==> src/hdl/rsvc_pkg.sv <==
// Package of shared constants and types for the receive signaling and violation counter block.
package rsvc_pkg;

   // ********************************************
   // Sizes
   // ********************************************
   localparam int NUM_PORTS = 8;
   localparam int NUM_CH = 24;
   localparam int CNT_W = 16;
   localparam int SIG_W = 4;
   localparam int ADDR_W = 16;
   localparam int DATA_W = 32;
   localparam int PORT_W = 3;
   localparam int CH_W = 5;
   localparam int OFS_W = 9;

   // ********************************************
   // Register indices within one port (byte address is four times the index)
   // ********************************************
   localparam logic [OFS_W-1:0] IDX_LCV_HI = 9'h050;
   localparam logic [OFS_W-1:0] IDX_LCV_LO = 9'h051;
   localparam logic [OFS_W-1:0] IDX_PCV_HI = 9'h052;
   localparam logic [OFS_W-1:0] IDX_PCV_LO = 9'h053;
   localparam logic [OFS_W-1:0] IDX_MODE = 9'h0f0;
   localparam logic [OFS_W-1:0] IDX_SIG_BASE = 9'h100;
   localparam logic [CH_W-1:0] CH_LAST = 5'h17;

   // Field positions and reset values.
   localparam int IDX_LSB = 2;
   localparam int PORT_LSB = 11;
   localparam int MODE_ESF_BIT = 0;
   localparam logic [CNT_W-1:0] CNT_RESET = 16'h0000;
   localparam logic [CNT_W-1:0] CNT_MAX = 16'hffff;
   localparam logic [CNT_W-1:0] CNT_ONE = 16'h0001;
   localparam logic [SIG_W-1:0] SIG_RESET = 4'h0;
   localparam logic [DATA_W-1:0] DATA_ZERO = 32'h0000_0000;

   // ********************************************
   // Types
   // ********************************************
   typedef enum logic [2:0] {
      REG_NONE,
      REG_LCV_HI,
      REG_LCV_LO,
      REG_PCV_HI,
      REG_PCV_LO,
      REG_MODE,
      REG_SIG
   } rsvc_reg_e;

   typedef struct packed {
      rsvc_reg_e kind;
      logic [PORT_W-1:0] port;
      logic [CH_W-1:0] chan;
   } rsvc_dec_s;

   // Receive framer report for one port; bits are A, B, C, D from the top.
   typedef struct packed {
      logic line_violation;
      logic path_violation;
      logic sig_valid;
      logic [CH_W-1:0] sig_chan;
      logic [SIG_W-1:0] sig_bits;
      logic framing_lost;
   } rsvc_rx_s;

endpackage : rsvc_pkg

==> src/hdl/rsvc_port.sv <==
// Per-port violation tallies and receive signaling storage.
`timescale 1ns/1ps
module rsvc_port
   import rsvc_pkg::*;
(
   input wire logic ref_clk_i,
   input wire logic reset_n_i,
   input wire rsvc_rx_s rx_i,
   input wire logic esf_mode_i,
   input wire logic [CH_W-1:0] rd_chan_i,
   output logic [CNT_W-1:0] line_violation_tally_o,
   output logic [CNT_W-1:0] path_violation_tally_o,
   output logic [SIG_W-1:0] sig_o
);

   logic [CNT_W-1:0] line_violation_tally_r;
   logic [CNT_W-1:0] path_violation_tally_r;
   logic [SIG_W-1:0] sig_mem_r [NUM_CH];
   logic sig_we;
   logic [SIG_W-1:0] sig_nxt;

   // ********************************************
   // Violation tallies
   // ********************************************
   // Tallies stop at all ones rather than wrap, so a host never mistakes a flood for few errors.
   always_ff @(posedge ref_clk_i or negedge reset_n_i)
   begin
      if (!reset_n_i)
         line_violation_tally_r <= CNT_RESET;
      else if (rx_i.line_violation && line_violation_tally_r != CNT_MAX)
         line_violation_tally_r <= line_violation_tally_r + CNT_ONE;
   end

   always_ff @(posedge ref_clk_i or negedge reset_n_i)
   begin
      if (!reset_n_i)
         path_violation_tally_r <= CNT_RESET;
      else if (rx_i.path_violation && path_violation_tally_r != CNT_MAX)
         path_violation_tally_r <= path_violation_tally_r + CNT_ONE;
   end

   // ********************************************
   // Signaling capture
   // ********************************************
   assign sig_we = rx_i.sig_valid && !rx_i.framing_lost && (rx_i.sig_chan <= CH_LAST);
   assign sig_nxt = esf_mode_i ? rx_i.sig_bits :
                    {rx_i.sig_bits[3:2], rx_i.sig_bits[3:2]};

   always_ff @(posedge ref_clk_i or negedge reset_n_i)
   begin
      if (!reset_n_i)
      begin
         for (int i = 0; i < NUM_CH; i++)
            sig_mem_r[i] <= SIG_RESET;
      end
      else if (sig_we)
         sig_mem_r[rx_i.sig_chan] <= sig_nxt;
   end

   assign line_violation_tally_o = line_violation_tally_r;
   assign path_violation_tally_o = path_violation_tally_r;
   assign sig_o = (rd_chan_i <= CH_LAST) ? sig_mem_r[rd_chan_i] : SIG_RESET;

   // ********************************************
   // Checks
   // ********************************************
   property p_line_step;
      @(posedge ref_clk_i) disable iff (!reset_n_i)
      rx_i.line_violation && line_violation_tally_r != CNT_MAX
      |=> line_violation_tally_r == $past(line_violation_tally_r) + CNT_ONE;
   endproperty
   a_line_step: assert property (p_line_step)
      else $error("Line tally did not step by one.");

   property p_line_hold;
      @(posedge ref_clk_i) disable iff (!reset_n_i)
      !rx_i.line_violation |=> $stable(line_violation_tally_r);
   endproperty
   a_line_hold: assert property (p_line_hold)
      else $error("Line tally moved without an event.");

   property p_path_step;
      @(posedge ref_clk_i) disable iff (!reset_n_i)
      rx_i.path_violation && path_violation_tally_r != CNT_MAX
      |=> path_violation_tally_r == $past(path_violation_tally_r) + CNT_ONE;
   endproperty
   a_path_step: assert property (p_path_step)
      else $error("Path tally did not step by one.");

   property p_freeze;
      @(posedge ref_clk_i) disable iff (!reset_n_i)
      rx_i.framing_lost ##1 $stable(rd_chan_i) |-> $stable(sig_o);
   endproperty
   a_freeze: assert property (p_freeze)
      else $error("Signaling changed while framing was lost.");

   property p_d4_copy;
      @(posedge ref_clk_i) disable iff (!reset_n_i)
      sig_we && !esf_mode_i && rx_i.sig_chan == rd_chan_i ##1 $stable(rd_chan_i)
      |-> sig_o == {$past(rx_i.sig_bits[3:2]), $past(rx_i.sig_bits[3:2])};
   endproperty
   a_d4_copy: assert property (p_d4_copy)
      else $error("D4 signaling not repeated into C and D.");

   property p_esf_capture;
      @(posedge ref_clk_i) disable iff (!reset_n_i)
      sig_we && esf_mode_i && rx_i.sig_chan == rd_chan_i ##1 $stable(rd_chan_i)
      |-> sig_o == $past(rx_i.sig_bits);
   endproperty
   a_esf_capture: assert property (p_esf_capture)
      else $error("ESF signaling bits not captured.");

endmodule : rsvc_port

==> src/hdl/rsvc_top.sv <==
// Top level: APB register slave over eight ports of receive signaling and violation tallies.
//
// Register access over APB was decided locally.
`timescale 1ns/1ps
module rsvc_top
   import rsvc_pkg::*;
(
   input wire logic ref_clk_i,
   input wire logic reset_n_i,
   input wire logic psel_i,
   input wire logic penable_i,
   input wire logic pwrite_i,
   input wire logic [ADDR_W-1:0] paddr_i,
   input wire logic [DATA_W-1:0] pwdata_i,
   output logic [DATA_W-1:0] prdata_o,
   output logic pready_o,
   output logic pslverr_o,
   input wire rsvc_rx_s [NUM_PORTS-1:0] rx_i
);

   // ********************************************
   // Address decode
   // ********************************************
   function automatic rsvc_dec_s rsvc_decode(input logic [ADDR_W-1:0] a);
      rsvc_dec_s d;
      logic [OFS_W-1:0] ofs;
      logic [OFS_W-1:0] sig_ofs;
      d.port = a[PORT_LSB+:PORT_W];
      d.chan = '0;
      ofs = a[IDX_LSB+:OFS_W];
      sig_ofs = ofs - IDX_SIG_BASE;
      if (a[IDX_LSB-1:0] != '0)
         d.kind = REG_NONE;
      else if (ofs == IDX_LCV_HI)
         d.kind = REG_LCV_HI;
      else if (ofs == IDX_LCV_LO)
         d.kind = REG_LCV_LO;
      else if (ofs == IDX_PCV_HI)
         d.kind = REG_PCV_HI;
      else if (ofs == IDX_PCV_LO)
         d.kind = REG_PCV_LO;
      else if (ofs == IDX_MODE)
         d.kind = REG_MODE;
      else if (ofs >= IDX_SIG_BASE && sig_ofs[CH_W-1:0] <= CH_LAST && sig_ofs[OFS_W-1:CH_W] == '0)
      begin
         d.kind = REG_SIG;
         d.chan = sig_ofs[CH_W-1:0];
      end
      else
         d.kind = REG_NONE;
      return d;
   endfunction : rsvc_decode

   rsvc_dec_s dec;
   logic access_start;
   logic access_done;
   logic [NUM_PORTS-1:0] esf_mode_r;
   logic [DATA_W-1:0] prdata_r;
   logic [DATA_W-1:0] prdata_nxt;
   logic pready_r;
   logic pslverr_r;
   logic [CNT_W-1:0] line_tally [NUM_PORTS];
   logic [CNT_W-1:0] path_tally [NUM_PORTS];
   logic [SIG_W-1:0] sig_rd [NUM_PORTS];

   assign dec = rsvc_decode(paddr_i);
   // One wait state: data is gathered in the first access cycle, pready rises in the second.
   assign access_start = psel_i && penable_i && !pready_r;
   assign access_done = psel_i && penable_i && pready_r;

   // ********************************************
   // Ports
   // ********************************************
   for (genvar p = 0; p < NUM_PORTS; p++)
   begin : g_port
      rsvc_port u_port (
         .ref_clk_i(ref_clk_i),
         .reset_n_i(reset_n_i),
         .rx_i(rx_i[p]),
         .esf_mode_i(esf_mode_r[p]),
         .rd_chan_i(dec.chan),
         .line_violation_tally_o(line_tally[p]),
         .path_violation_tally_o(path_tally[p]),
         .sig_o(sig_rd[p])
      );
   end

   // ********************************************
   // Read mux
   // ********************************************
   // Reads only sample the tallies; nothing here feeds back into them.
   always_comb
   begin
      prdata_nxt = DATA_ZERO;
      unique case (dec.kind)
         REG_LCV_HI: prdata_nxt[7:0] = line_tally[dec.port][15:8];
         REG_LCV_LO: prdata_nxt[7:0] = line_tally[dec.port][7:0];
         REG_PCV_HI: prdata_nxt[7:0] = path_tally[dec.port][15:8];
         REG_PCV_LO: prdata_nxt[7:0] = path_tally[dec.port][7:0];
         REG_MODE: prdata_nxt[MODE_ESF_BIT] = esf_mode_r[dec.port];
         REG_SIG: prdata_nxt[SIG_W-1:0] = sig_rd[dec.port];
         REG_NONE: prdata_nxt = DATA_ZERO;
      endcase
   end

   // ********************************************
   // APB handshake
   // ********************************************
   always_ff @(posedge ref_clk_i or negedge reset_n_i)
   begin
      if (!reset_n_i)
         pready_r <= 1'b0;
      else
         pready_r <= access_start;
   end

   always_ff @(posedge ref_clk_i or negedge reset_n_i)
   begin
      if (!reset_n_i)
      begin
         prdata_r <= DATA_ZERO;
         pslverr_r <= 1'b0;
      end
      else if (access_start)
      begin
         prdata_r <= pwrite_i ? DATA_ZERO : prdata_nxt;
         pslverr_r <= (dec.kind == REG_NONE);
      end
      else
      begin
         prdata_r <= DATA_ZERO;
         pslverr_r <= 1'b0;
      end
   end

   // The framing mode is the only writable state; tally and signaling writes are dropped.
   always_ff @(posedge ref_clk_i or negedge reset_n_i)
   begin
      if (!reset_n_i)
         esf_mode_r <= '0;
      else if (access_done && pwrite_i && dec.kind == REG_MODE)
         esf_mode_r[dec.port] <= pwdata_i[MODE_ESF_BIT];
   end

   assign prdata_o = prdata_r;
   assign pready_o = pready_r;
   assign pslverr_o = pslverr_r;

   // ********************************************
   // Checks
   // ********************************************
   property p_line_hi_read;
      @(posedge ref_clk_i) disable iff (!reset_n_i)
      access_done && !pwrite_i && dec.kind == REG_LCV_HI
      |-> prdata_r == {24'h000000, $past(line_tally[dec.port][15:8])};
   endproperty
   a_line_hi_read: assert property (p_line_hi_read)
      else $error("Line high byte read mismatch.");

   property p_line_lo_read;
      @(posedge ref_clk_i) disable iff (!reset_n_i)
      access_done && !pwrite_i && dec.kind == REG_LCV_LO
      |-> prdata_r == {24'h000000, $past(line_tally[dec.port][7:0])};
   endproperty
   a_line_lo_read: assert property (p_line_lo_read)
      else $error("Line low byte read mismatch.");

   property p_path_hi_read;
      @(posedge ref_clk_i) disable iff (!reset_n_i)
      access_done && !pwrite_i && dec.kind == REG_PCV_HI
      |-> prdata_r[7:0] == $past(path_tally[dec.port][15:8]);
   endproperty
   a_path_hi_read: assert property (p_path_hi_read)
      else $error("Path high byte read mismatch.");

   property p_path_lo_read;
      @(posedge ref_clk_i) disable iff (!reset_n_i)
      access_done && !pwrite_i && dec.kind == REG_PCV_LO
      |-> prdata_r[7:0] == $past(path_tally[dec.port][7:0]);
   endproperty
   a_path_lo_read: assert property (p_path_lo_read)
      else $error("Path low byte read mismatch.");

   property p_port_stride;
      @(posedge ref_clk_i) disable iff (!reset_n_i)
      psel_i |-> dec.port == paddr_i[13:11];
   endproperty
   a_port_stride: assert property (p_port_stride)
      else $error("Port select does not follow the address stride.");

   property p_ready_pulse;
      @(posedge ref_clk_i) disable iff (!reset_n_i)
      pready_r |=> !pready_r;
   endproperty
   a_ready_pulse: assert property (p_ready_pulse)
      else $error("pready held longer than one cycle.");

   property p_unmapped_err;
      @(posedge ref_clk_i) disable iff (!reset_n_i)
      access_done && dec.kind == REG_NONE |-> pslverr_r && prdata_r == DATA_ZERO;
   endproperty
   a_unmapped_err: assert property (p_unmapped_err)
      else $error("Unmapped access not flagged.");

endmodule : rsvc_top

==> config.mk <==
export PLATFORM = sky130hd
export DESIGN_NAME = rsvc_top
export DESIGN_NICKNAME = d
export VERILOG_FILES = /design/src/hdl/rsvc_pkg.sv /design/src/hdl/rsvc_port.sv /design/src/hdl/rsvc_top.sv
export SDC_FILE = /design/constraint.sdc
export NUM_CORES = 2
export LEC_CHECK = 0
export ABC_AREA = 1
export ABC_CLOCK_PERIOD_IN_PS = 6000
export BUFFER_PORTS_ARGS = -buffer_cell sky130_fd_sc_hd__clkbuf_2
export CAP_MARGIN = 20
export CORE_MARGIN = 2
export CORE_UTILIZATION = 30
export CTS_BUF_LIST = sky130_fd_sc_hd__clkbuf_4
export DETAILED_ROUTE_END_ITERATION = 8
export MAX_ROUTING_LAYER = met4
export PLACE_DENSITY = 0.57
export SYNTH_ARGS = -nofsm -noshare
export SYNTH_HDL_FRONTEND = slang
export SYNTH_SLANG_ARGS = --single-unit
==> constraint.sdc <==
create_clock -name ref_clk_i -period 6 [get_ports ref_clk_i]
set_input_delay 0.6 -clock ref_clk_i [delete_from_list [all_inputs] [get_ports ref_clk_i]]
set_output_delay 0.6 -clock ref_clk_i [all_outputs]
set_load 0.02 [all_outputs]
==> impl_metrics.yaml <==
power:
  power.density_mw_per_mm2: 307
  share_seq_of_total_power: 0.500
  power.total_uw: 17900
  switching_share: 0.301
  p_clk_frac: 0.365
  pwr-share-comb: 0.135
  power_switching_uw: 5390
  leakage_uw: 0.0264
  p_int_uw: 12500
  peakVddDrop_mv: 0.249
sta:
  tightest_slew_ns: 1.23
  fin_skew_ns: 0.0682
  slew_headroom: 0.175
  setup_tns_ns: 0
  worst_hold_slack_ns: 0.0970
  slew_violations: 0
  period_share: 0.699
  period_needed_ns: 4.19
  clock.fmax_mhz: 238
  setup_violations: 0
  hold_violations: 0
  rsz0062_at_grt: "false"
placement:
  port-buffer-count: 133
  dpl.cell_count: 8288
  place.gp.congestion: 0.923
  place_hpwl_um: 100000
  dpl_cell_area_mm2: 0.0532
critical_path:
  worstReg2RegStart: "g_port[3].u_port.line_violation_tally_o[0]"
  end_kind: "flip-flop"
  cp-start-kind: "input port"
  critical-path-max-stage-delay_ns: 0.67
  crit_end: "prdata_o[2]"
  slowest_stage: "inv_6"
  worst-setup-path-type: "input port to flip-flop"
  critPathMaxFanout: 79
  r2r_slack_ns: 3.26
  crit_arrival_ns: 5.28
  path_cells: "dlygate4sd3_1, clkbuf_2, nor2_2, nand2_1, nor2_4, nand3_4, inv_6, buf_4, nand2_1, nand3_1, nand3_1, nand3_1, nand3_1, nand2_1, nand2_1, nand2_1, nand3_1, nor2_1, nor2_1, nor2_1"
  startpoint: "paddr_i[9]"
  worstReg2RegEnd: "g_port[3].u_port.line_violation_tally_o[15]"
  reg2regPathDepth: 13
  cp.required_ns: 7.09
grt:
  grt_antenna_before_repair: 10
  grt_pass1_wl_um: 250000
  grt_pass1_vias: 43851
  track_usage: 0.190
  grt_max_degree: 181
  grt_overflow: 0
detailed_routing:
  drt_iter0_markers: 3960
  drc: 0
  ant_nets: 0
  drtPass1Iterations: 9
  wl_um: 158000
  num_vias: 45257
  via_per_inst: 5.07
  post_drt_wl_per_cell_um: 17.8
cts:
  cts_root_buf: "clkbuf_4"
  cts_tree: "done"
  cts_sinks: 1042
  cts.reportedPaths.clkPinSlew_ns: 0.07
  cts.hold.buffers_added: 136
  postCtsSetupBuffers: 0
  clk_latency_ns: 1.22
  cts_max_path_buffers: 4
  postCtsResizedCells: 0
  cts_buffers: 296
  htreeDepth: 5
cells_and_area:
  layout.nets: 6693
  seqCellArea_mm2: 0.0261
  layout-drive-gt1-share: 0.102
  layout_common_cells: "1944 x nand2_1, 1042 x dfrtp_1, 805 x o21ai_0"
  nFillCells: 17569
  final_cells: 8919
  multi_input_area_mm2: 0.0220
  area_delta_synth_final_pct: 15.6
  layout_commonest_cell: "nand2_1"
  finish.instance_area_mm2: 0.0582
logic_synthesis:
  synth_fa_ha_area_frac: 0.00398
  syn_inst: 6166
  yosysWarnings: 0
  synthDistinctLibCells: 49
  synth_top_cell_by_area: "dfrtp_1"
  avgSynthCellArea_um2: 8.16
  synth_compound_area_frac: 0.105
  synth_top_area_frac: 0.518
  syn_area_mm2: 0.0503
  yosysSeqAreaShare: 0.518
  async_flop_share: 1.00
  ys.flop_type: "dfrtp_1"
  netlist_top_cells_area: "dfrtp_1 52%, nand2_1 15%, o21ai_0 8.2%, nand3_1 7.5%, xor2_1 2.9%"
  synth_edf_count: 0
  muxShareOfSynthArea: 0.00152
  synth-xor-area-share: 0.0404
  synthSimpleGateAreaFrac: 0.283
  synth_top_family_by_area: "simple AND/OR/NAND/NOR gates"
  ys_ff_latch: 1042
flow_run:
  drv_cap: 0
die:
  dieArea_mm2: 0.171
  design.core.area_mm2: 0.167
  die_width_um: 413
  rows: 150
  die_h_um: 413
  io_pins: 191
  start_util: 0.301
outcome:
  status: "finished, final reports clean"
min_path:
  hold_class: "input port to async pin"
-- stage by stage --
step / utilization / setup WS, ns
after floorplan: - / 3.60
after global placement: 0.319 / 1.31
after detailed placement: 0.319 / 1.29
after CTS: 0.348 / 2.04
after global routing: 0.349 / 1.69
final: 0.349 / 1.81
-- how the worst min path moves through the flow --
stage / slack [ns] / depth (start not counted) / end / startpoint
floorplan: 0.30 / 0 / esf_mode_r[0] / reset_n_i
global placement: 0.46 / 1 / g_port[5].u_port.line_violation_tally_o[5] / g_port[5].u_port.line_violation_tally_o[5]
finish: 0.1 / 2 / g_port[4].u_port.sig_mem_r[69] / reset_n_i
detailed placement: 0.46 / 1 / g_port[5].u_port.line_violation_tally_o[5] / g_port[5].u_port.line_violation_tally_o[5]
global route: 0.03 / 5 / g_port[4].u_port.sig_mem_r[90] / rx_i[62]
CTS: 0.003 / 3 / g_port[1].u_port.sig_mem_r[34] / rx_i[16]
-- worst max-delay path: cells and delay by family --
kind / cells / cell delay, ns
buffers and inverters: 4 / 1.82
AND/OR/NAND/NOR: 16 / 2.83
-- state kept, by name, indices dropped and copies added, names as in the netlist --
signal                                count
g_port.u_port.sig_mem_r                 768
prdata_o                                  8
g_port.u_port.line_violation_tally_o    128
pready_o                                  1
pslverr_o                                 1
g_port.u_port.path_violation_tally_o    128
esf_mode_r                                8
-- per-layer routing --
layer	wire length, µm	share of wire	global-route usage
met5	0	0	-
met4	3280	0.021	0.0629
met3	11400	0.072	0.0390
met2	71500	0.45	0.281
met1	72200	0.46	0.257
-- cell families after synthesis --
group / Yosys count
compound gates: 1005
xor+xnor: 232
flops: 1042
fa+ha+maj: 16
other cells: 1
mux: 7
buf+inv: 565
simple gates: 3298
-- power by group through the flow --
stage / clock network [µW] / registers [µW] / logic (µW)
after floorplan: 0 / 8740 / 1660
after global placement: 0 / 9020 / 2270
after detailed placement: 0 / 9040 / 2350
after CTS: 6720 / 8930 / 2420
after global routing: 7110 / 9080 / 2770
final: 6520 / 8940 / 2410
-- cell usage after synthesis, types with 3 or more instances --
library cell and instances:
a31oi_1 5, nand3b_1 12, nor2_1 197, o2111ai_1 10, o21ai_0 821, buf_1 19
and3_1 4, a21oi_1 57, nor3b_1 4, buf_4 41, a22oi_1 5, xor2_1 169
inv_1 248, mux2_2 5, clkbuf_1 163, nor4_1 19, ha_1 16, nand2_1 1944
inv_2 4, buf_6 3, nor3_1 124, nand3_2 3, buf_2 86, nand4_1 219
dfrtp_1 1042, o221ai_1 7, or4_1 6, nand3_1 758, a221oi_1 8, xnor2_1 63
o22ai_1 83
-- final cells by class --
class	count	area share
clock buffers	439	0.0567
multi-input cells	4582	0.377
repair buffers	345	0.0483
inverters	253	0.0165
flip-flops and latches	1042	0.448
clock inverters	44	0.00473
well taps	2204	0.0474
diodes	10	0.000430
No activity file was read; power rests on OpenSTA's default activity.
